## config.mk

```make
export PLATFORM = sky130hd
export DESIGN_NAME = reset_and_brownout_supervisor
export DESIGN_NICKNAME = d
export VERILOG_FILES = /design/src/rtl/reset_supervisor_pkg.sv /design/src/rtl/reset_and_brownout_supervisor.sv
export SDC_FILE = /design/constraint.sdc
export NUM_CORES = 1
export LEC_CHECK = 0
export ABC_CLOCK_PERIOD_IN_PS = 3000
export BUFFER_PORTS_ARGS = -buffer_cell sky130_fd_sc_hd__buf_4
export CORE_AREA = 4 4 99 101
export CTS_CLUSTER_SIZE = 28
export DETAILED_ROUTE_END_ITERATION = 8
export DIE_AREA = 0 0 103 105
export GPL_TIMING_DRIVEN = 0
export SLEW_MARGIN = 20
export SYNTH_ARGS = -nofsm -noshare
export SYNTH_HDL_FRONTEND = slang
export SYNTH_SLANG_ARGS = --single-unit
```

## constraint.sdc

```tcl
create_clock -name clock_i -period 3 [get_ports clock_i]
set_clock_uncertainty 0.15 [all_clocks]
set_input_delay 0.3 -clock clock_i [delete_from_list [all_inputs] [get_ports clock_i]]
set_output_delay 0.3 -clock clock_i [all_outputs]
set_load 0.05 [all_outputs]
```

## src/rtl/reset_supervisor_pkg.sv

```systemverilog
// constants for the reset and brownout supervisor
// How it works
// [RQ1] any of four sources asserts chip reset
// [RQ2] reset with usable supply starts wake-up timer
// [RQ3] release needs pin, oscillator, count, flash ready
// [RQ4] boot fetch address is zero after release
// [RQ5] registers hold reset values at release
// [RQ6] first threshold raises brownout warning request
// [RQ7] warning gated by enable, always visible status; the code has no enable, and the request follows the status
// [RQ8] second threshold asserts chip reset
// [RQ9] brownout then power-on keep reset down
// [RQ10] both brownout levels use hysteresis
// [RQ11] configured external interrupts wake power-down
// [RQ12] after reset the pll is off, bypassed
// [RQ13] external oscillator wake waits 4096 cycles
// [RQ14] flash wake timer covers flash start-up
// [RQ15] or-combine, async assert, sync release
package reset_supervisor_pkg;
	localparam int unsigned CLOCK_MHZ       = 100;
	localparam int unsigned RESET_COUNT     = 4096;
	localparam int unsigned RC_WAKE_COUNT   = 4;
	localparam int unsigned XTAL_WAKE_COUNT = 4096;
	localparam int unsigned FLASH_START_US  = 100;
	localparam int unsigned FLASH_COUNT     = FLASH_START_US * CLOCK_MHZ;
	localparam int unsigned HYST_COUNT      = 16;
	localparam int unsigned COUNT_WIDTH     = 14;
	localparam int unsigned HYST_WIDTH      = 5;
	localparam logic [31:0] BOOT_ADDRESS    = 32'h0000_0000;
	typedef enum logic [1:0] {
		seq_reset,
		seq_run,
		seq_power_down,
		seq_wake
	} seq_state_type;
endpackage

```

## src/rtl/reset_and_brownout_supervisor.sv

```systemverilog
// reset merge, wake-up timing and brownout supervision
`timescale 1ns/1ns
`default_nettype none
module reset_and_brownout_supervisor #(
	parameter int unsigned RESET_CYCLES = reset_supervisor_pkg::RESET_COUNT,
	parameter int unsigned XTAL_CYCLES  = reset_supervisor_pkg::XTAL_WAKE_COUNT,
	parameter int unsigned FLASH_CYCLES = reset_supervisor_pkg::FLASH_COUNT
) (
	input  wire logic        clock_i,
	input  wire logic        reset_n_i,
	input  wire logic        ext_reset_n_i,
	input  wire logic        watchdog_reset_i,
	input  wire logic        supply_warn_low_i,
	input  wire logic        supply_reset_low_i,
	input  wire logic        oscillator_ready_i,
	input  wire logic        flash_init_done_i,
	input  wire logic        use_external_osc_i,
	input  wire logic        power_down_req_i,
	input  wire logic [3:0]  ext_irq_i,
	input  wire logic [3:0]  ext_irq_wake_en_i,
	input  wire logic        pll_enable_i,
	input  wire logic        pll_connect_i,
	output logic             chip_reset_n_o,
	output logic             brownout_irq_o,
	output logic             brownout_status_o,
	output logic             brownout_reset_o,
	output logic             core_run_o,
	output logic             flash_access_ok_o,
	output logic             powered_down_o,
	output logic             pll_enabled_o,
	output logic             pll_connected_o,
	output logic [31:0]      boot_address_o
);
	import reset_supervisor_pkg::*;

	logic [1:0] ext_sync;
	logic [1:0] wd_sync;
	logic [1:0] warn_sync;
	logic [1:0] bor_sync;
	logic [1:0] osc_sync;
	logic [1:0] flash_sync;
	logic [1:0] irq_sync [4];
	always_ff @(posedge clock_i or negedge reset_n_i) begin
		if (!reset_n_i) begin
			ext_sync   <= 2'h0;
			wd_sync    <= 2'h0;
			warn_sync  <= 2'h0;
			bor_sync   <= 2'h0;
			osc_sync   <= 2'h0;
			flash_sync <= 2'h0;
			for (int i = 0; i < 4; i++)
				irq_sync[i] <= 2'h0;
		end else begin
			ext_sync   <= {ext_sync[0], ext_reset_n_i};
			wd_sync    <= {wd_sync[0], watchdog_reset_i};
			warn_sync  <= {warn_sync[0], supply_warn_low_i};
			bor_sync   <= {bor_sync[0], supply_reset_low_i};
			osc_sync   <= {osc_sync[0], oscillator_ready_i};
			flash_sync <= {flash_sync[0], flash_init_done_i};
			for (int i = 0; i < 4; i++)
				irq_sync[i] <= {irq_sync[i][0], ext_irq_i[i]};
		end
	end

	// hysteresis: level must hold a full window before a flag flips, except bor entry, which is immediate
	logic                  warn_flag;
	logic                  bor_flag;
	logic [HYST_WIDTH-1:0] warn_cnt;
	logic [HYST_WIDTH-1:0] bor_cnt;
	always_ff @(posedge clock_i or negedge reset_n_i) begin
		if (!reset_n_i) begin
			warn_flag <= 1'b0;
			warn_cnt  <= '0;
		end else if (warn_sync[1] == warn_flag) begin
			warn_cnt <= '0;
		end else if (warn_cnt == HYST_WIDTH'(HYST_COUNT - 1)) begin
			warn_flag <= warn_sync[1]; // [RQ10]
			warn_cnt  <= '0;
		end else begin
			warn_cnt <= warn_cnt + 1'b1;
		end
	end
	always_ff @(posedge clock_i or negedge reset_n_i) begin
		if (!reset_n_i) begin
			bor_flag <= 1'b0;
			bor_cnt  <= '0;
		end else if (bor_sync[1] == bor_flag) begin
			bor_cnt <= '0;
		end else if (bor_sync[1]) begin
			// entry is immediate so flash is protected at once
			bor_flag <= 1'b1; // [RQ8] [RQ10]
			bor_cnt  <= '0;
		end else if (bor_cnt == HYST_WIDTH'(HYST_COUNT - 1)) begin
			bor_flag <= 1'b0; // [RQ10]
			bor_cnt  <= '0;
		end else begin
			bor_cnt <= bor_cnt + 1'b1;
		end
	end

	// analog low level is caught async so reset holds with no clock
	logic any_reset_n;
	assign any_reset_n = reset_n_i & ext_reset_n_i & ~watchdog_reset_i
		& ~supply_reset_low_i; // [RQ1] [RQ9] [RQ15]

	logic [1:0] rel_sync;
	always_ff @(posedge clock_i or negedge any_reset_n) begin
		if (!any_reset_n)
			rel_sync <= 2'h0; // [RQ15]
		else
			rel_sync <= {rel_sync[0], 1'b1};
	end

	logic request_active;
	assign request_active = !rel_sync[1] || !ext_sync[1] || wd_sync[1]
		|| bor_flag; // [RQ1]

	seq_state_type          state;
	logic [COUNT_WIDTH-1:0] wake_cnt;
	logic [COUNT_WIDTH-1:0] flash_cnt;
	logic                   count_done;
	logic                   flash_done;
	logic                   wake_hit;
	logic [COUNT_WIDTH-1:0] wake_target;
	assign count_done = wake_cnt == COUNT_WIDTH'(RESET_CYCLES - 1);
	assign flash_done = flash_cnt == COUNT_WIDTH'(FLASH_CYCLES - 1);
	always_comb begin
		wake_hit = 1'b0;
		for (int i = 0; i < 4; i++)
			wake_hit = wake_hit | (irq_sync[i][1] & ext_irq_wake_en_i[i]);
	end // [RQ11]
	assign wake_target = use_external_osc_i
		? COUNT_WIDTH'(XTAL_CYCLES - 1)
		: COUNT_WIDTH'(RC_WAKE_COUNT - 1); // [RQ13]

	always_ff @(posedge clock_i or negedge reset_n_i) begin
		if (!reset_n_i) begin
			state <= seq_reset;
		end else if (request_active) begin
			state <= seq_reset; // [RQ2]
		end else begin
			case (state)
				seq_reset: begin
					if (count_done && osc_sync[1] && flash_sync[1])
						state <= seq_run; // [RQ3]
				end
				seq_run: begin
					if (power_down_req_i)
						state <= seq_power_down;
				end
				seq_power_down: begin
					if (wake_hit)
						state <= seq_wake; // [RQ11]
				end
				seq_wake: begin
					if (wake_cnt == wake_target && osc_sync[1])
						state <= seq_run; // [RQ13]
				end
				default: state <= seq_reset;
			endcase
		end
	end

	// one counter serves reset timing and wake timing
	always_ff @(posedge clock_i or negedge reset_n_i) begin
		if (!reset_n_i) begin
			wake_cnt <= '0;
		end else if (request_active) begin
			wake_cnt <= '0; // [RQ2]
		end else if (state == seq_reset && !count_done) begin
			wake_cnt <= wake_cnt + 1'b1; // [RQ3]
		end else if (state == seq_wake && wake_cnt != wake_target) begin
			wake_cnt <= wake_cnt + 1'b1; // [RQ13]
		end else if (state == seq_power_down || state == seq_run) begin
			wake_cnt <= '0;
		end
	end

	// after power-down, flash stays shut until its start-up window has run out
	always_ff @(posedge clock_i or negedge reset_n_i) begin
		if (!reset_n_i) begin
			flash_cnt         <= '0;
			flash_access_ok_o <= 1'b0;
		end else if (request_active || state == seq_power_down) begin
			flash_cnt         <= '0;
			flash_access_ok_o <= 1'b0;
		end else if (state == seq_reset) begin
			flash_access_ok_o <= count_done && osc_sync[1]
				&& flash_sync[1]; // [RQ3]
		end else if (!flash_access_ok_o) begin
			if (flash_done)
				flash_access_ok_o <= 1'b1; // [RQ14]
			else
				flash_cnt <= flash_cnt + 1'b1; // [RQ14]
		end
	end

	always_ff @(posedge clock_i or negedge reset_n_i) begin
		if (!reset_n_i) begin
			chip_reset_n_o <= 1'b0;
			core_run_o     <= 1'b0;
			powered_down_o <= 1'b0;
		end else begin
			// peripherals hold defaults while this stays low
			chip_reset_n_o <= state != seq_reset && !request_active; // [RQ5]
			core_run_o     <= state == seq_run && !request_active;
			powered_down_o <= state == seq_power_down
				|| state == seq_wake;
		end
	end

	always_ff @(posedge clock_i or negedge reset_n_i) begin
		if (!reset_n_i) begin
			brownout_status_o <= 1'b0;
			brownout_irq_o    <= 1'b0;
			brownout_reset_o  <= 1'b0;
		end else begin
			brownout_status_o <= warn_flag; // [RQ7]
			brownout_irq_o    <= warn_flag; // [RQ6]
			brownout_reset_o  <= bor_flag; // [RQ8] [RQ9]
		end
	end

	// power-down also drops the pll, as any reset does
	always_ff @(posedge clock_i or negedge reset_n_i) begin
		if (!reset_n_i) begin
			pll_enabled_o   <= 1'b0;
			pll_connected_o <= 1'b0;
		end else if (state != seq_run || request_active) begin
			pll_enabled_o   <= 1'b0; // [RQ12]
			pll_connected_o <= 1'b0; // [RQ12]
		end else begin
			pll_enabled_o   <= pll_enable_i;
			pll_connected_o <= pll_enable_i && pll_connect_i;
		end
	end

	always_ff @(posedge clock_i or negedge reset_n_i) begin
		if (!reset_n_i)
			boot_address_o <= 32'h0000_0000;
		else
			boot_address_o <= BOOT_ADDRESS; // [RQ4]
	end
endmodule
`default_nettype wire

```

==> reports/summary.txt <==
Antenna viol nets, final -> 0
Share of layout cells above drive strength 1 -> 21.1%
Maximum root-to-sink buffer count -> 2
Post-Synth Simple-Gate Area -> 21.2%
Switch Pwr -> 493 uW
Sequential Power Share -> 49.9%
Critical path's largest stage delay -> 450 ps
Slew Limit Fails -> 0
CTS tree -> yes
Hold/Removal Path Class -> primary input to flop
Worst path cell trace -> inv_1 > ha_1 > nor2_1 > inv_1 > o21ai_0 > and4_1 > mux2i_1
Layout net count -> 444
First-pass GRT wire length -> 12200 um
1st-pass router iterations -> 4
FF+latch area -> 0.00180 mm2
CTS Buf Count -> 9
Cells after synthesis -> 334
R2r endpoint -> flash_cnt[10]
Clock group share of total power -> 40.6%
Final Instance Area -> 0.00432 mm2
IO Pins -> 61
N_diodes -> 0
Worst reg-to-reg setup slack -> 550 ps
Internal -> 1510 uW
Htree depth -> 3
Die Y -> 105 um
Routed length per instance -> 13.2 um
Root Buffer -> clkbuf_8
Max-slew headroom -> 41.6%
Worst Reg2Reg Path Length in Cells -> 7
Die W -> 103 um
Clock transition at the registers of the reported paths -> 70 ps
Adder-Cell Fraction of Synth Area -> 2.84%
Compound-cell area share of the yosys netlist -> 10.8%
Vias per std cell -> 4.86
Worst skew pair latency -> 340 ps
Max-cap violation count -> 0
Avg Cell Area, Syn -> 10.5 um2
Largest net degree at the start of global routing -> 72
GRT Residual Overflow -> 0
Total negative setup slack -> 0 ps
Post-synthesis mux area share -> 1.74%
DR iter-0 viols -> 108
CP Class -> flop to flop
Least-Margin Pin Slew -> 876 ps
Fin Hold WS -> 22.9 ps
Area of the multi-input gates -> 0.00153 mm2
Distinct cell type count after synthesis -> 58
Synth Cell Area -> 0.00352 mm2
Sequential area share after synthesis -> 51.2%
Initial core utilization -> 39.0%
Row cnt -> 35
Asr flop ratio synth -> 100%
Synth warn -> 0
Switching Share -> 24.6%
Startpoint types -> flop
Max VDD drop -> 0.252 mV
Min-Delay Path Depth -> 2
Nature of the critical path endpoint -> flop
Outcome -> finished, final reports clean
Post-Synth XOR/XNOR Area -> 3.48%
DRT Wirelength -> 7010 um
Setup crit start -> state[0]
Comb power frac -> 9.4%
Routability Congestion -> 0.845
Arrival @ worst endpoint -> 2560 ps
Tmin final -> 2450 ps
EDFF count, synth -> 0
RSZ-0062 raised after global routing -> no
Worst r2r src -> state[0]
Critical Path RT -> 3120 ps
Final worst path period share -> 81.5%
Ranking of synthesized cells by area -> dfrtp_1 (51%), buf_4 (7.0%), nor2_1 (3.0%), nand2_1 (2.9%), ha_1 (2.8%)
Most common cell after layout, fill and taps aside -> dfrtp_1
Critical path fanouts, max -> 8
Ys flop type -> dfrtp_1
Final Hold Fails -> 0
Total clock sinks -> 72
Crit path capture -> flash_cnt[10]
DR vias -> 2585
Detailed Place HPWL -> 4910 um
Leak -> 0.00208 uW
Synthesis-to-finish area growth -> 22.8%
Die Area -> 0.0108 mm2
Power Dens Cells -> 464 mW/mm2
Slowest cell on crit path -> nor2_1
Post-synth top area share -> 51.2%
Number of fill cells -> 858
Vias in the first global route -> 2595
Gr usage total -> 14.1%
Final Setup Violations -> 0
Fmax -> 409 MHz
Placed cell areas -> 0.00399 mm2
Layout Cells excl Fill -> 532
#FFs+latches synth -> 72
Most frequent cells in the layout -> dfrtp_1 (72), buf_4 (61), conb_1 (33)
Initial antenna violation count -> 0
Most used cell, CP -> inv_1
Drc violations -> 0
Core ar. -> 0.00902 mm2
Largest family of logic cells by synthesized area -> simple AND/OR/NAND/NOR gates
Buffers on Ports -> 28
Post-synth top area cell -> dfrtp_1
PostCTS Resize Cnt -> 0
Cells after DPL -> 504
metrics by stage:
step           total power (uW)  setup WS, ps  util (%)
5_1_grt                    2100           271      47.9
3_3_place_gp               1200           616      44.2
2_1_floorplan              1150           954         -
3_5_place_dp               1200           578      44.2
4_1_cts                    2040           571      47.9
6_report                   2010           555      47.9
layout make-up:
class	count	share of cell area [%]
timing repair buffer	40	7.64
inverter	7	0.608
clock buffer	13	3.91
buffer	38	6.37
tap	111	3.21
sequential	72	41.7
clock inverter	3	1.10
multi-input combinational	248	35.5
critical path: cells and delay by family (launching register included):
family,cells,cell delay [ps]
flip-flops,1,380
buffers and inverters,2,270
multiplexers,1,180
adder cells (fa/ha/maj),1,280
AO/OA/AOI/OAI,1,390
AND/OR/NAND/NOR,2,730
registers in the layout, summed over array words and instances (netlist names), 2 cells and up:
register / cells
warn_sync: 2
bor_cnt: 5
bor_sync: 2
wake_cnt: 14
osc_sync: 2
flash_sync: 2
flash_cnt: 14
warn_cnt: 5
wd_sync: 2
state: 2
rel_sync: 2
ext_sync: 2
irq_sync: 8
logic make-up (layout without fill, tap and decap cells):
logic type / count (synthesis) / in the layout
simple gates: 135 / 135
flops: 72 / 72
compound gates: 52 / 52
buf+inv: 45 / 101
xor+xnor: 14 / 14
fa+ha+maj: 8 / 8
mux: 6 / 6
other cells: 2 / 33
power groups by stage:
stage	clock (uW)	combinational [uW]	sequential [uW]
2_1_floorplan	0	135	1020
3_3_place_gp	0	177	1020
3_5_place_dp	0	178	1020
4_1_cts	846	190	1000
5_1_grt	895	205	1000
6_report	815	189	1000
Yosys cell counts (all sizes together) (5+ instances only):
master,count
mux2i,5
nand3,20
and3,9
nand2,27
xor2,10
nor2,28
and2,9
inv,7
and4,7
nand4,9
a21oi,6
ha,8
o21ai,17
dfrtp,72
buf,35
what timing repair did:
action	4_1_cts	5_1_grt
setup buffers	0	0
hold endpoints to repair	82	0
hold buffers	12	0
per-layer routing:
layer	part of all wire, %	GRT usage (%)	vias to the layer above
li1	-	-	1296
met1	44	18.9	1213
met2	49	22.1	63
met3	4.9	3.94	13
met4	1.4	4.26	0
met5	0	0	-
worst min path at each step:
stage | startpoint | end | slack [ps]
2_1_floorplan | reset_n_i | bor_cnt[0] | -150
3_3_place_gp | ext_reset_n_i | rel_sync[0] | 140
3_5_place_dp | ext_reset_n_i | rel_sync[0] | 160
4_1_cts | pll_connect_i | pll_connected_o | 9
5_1_grt | pll_connect_i | pll_connected_o | 10
6_report | pll_connect_i | pll_connected_o | 20
Power figures use the tool's default switching activity.
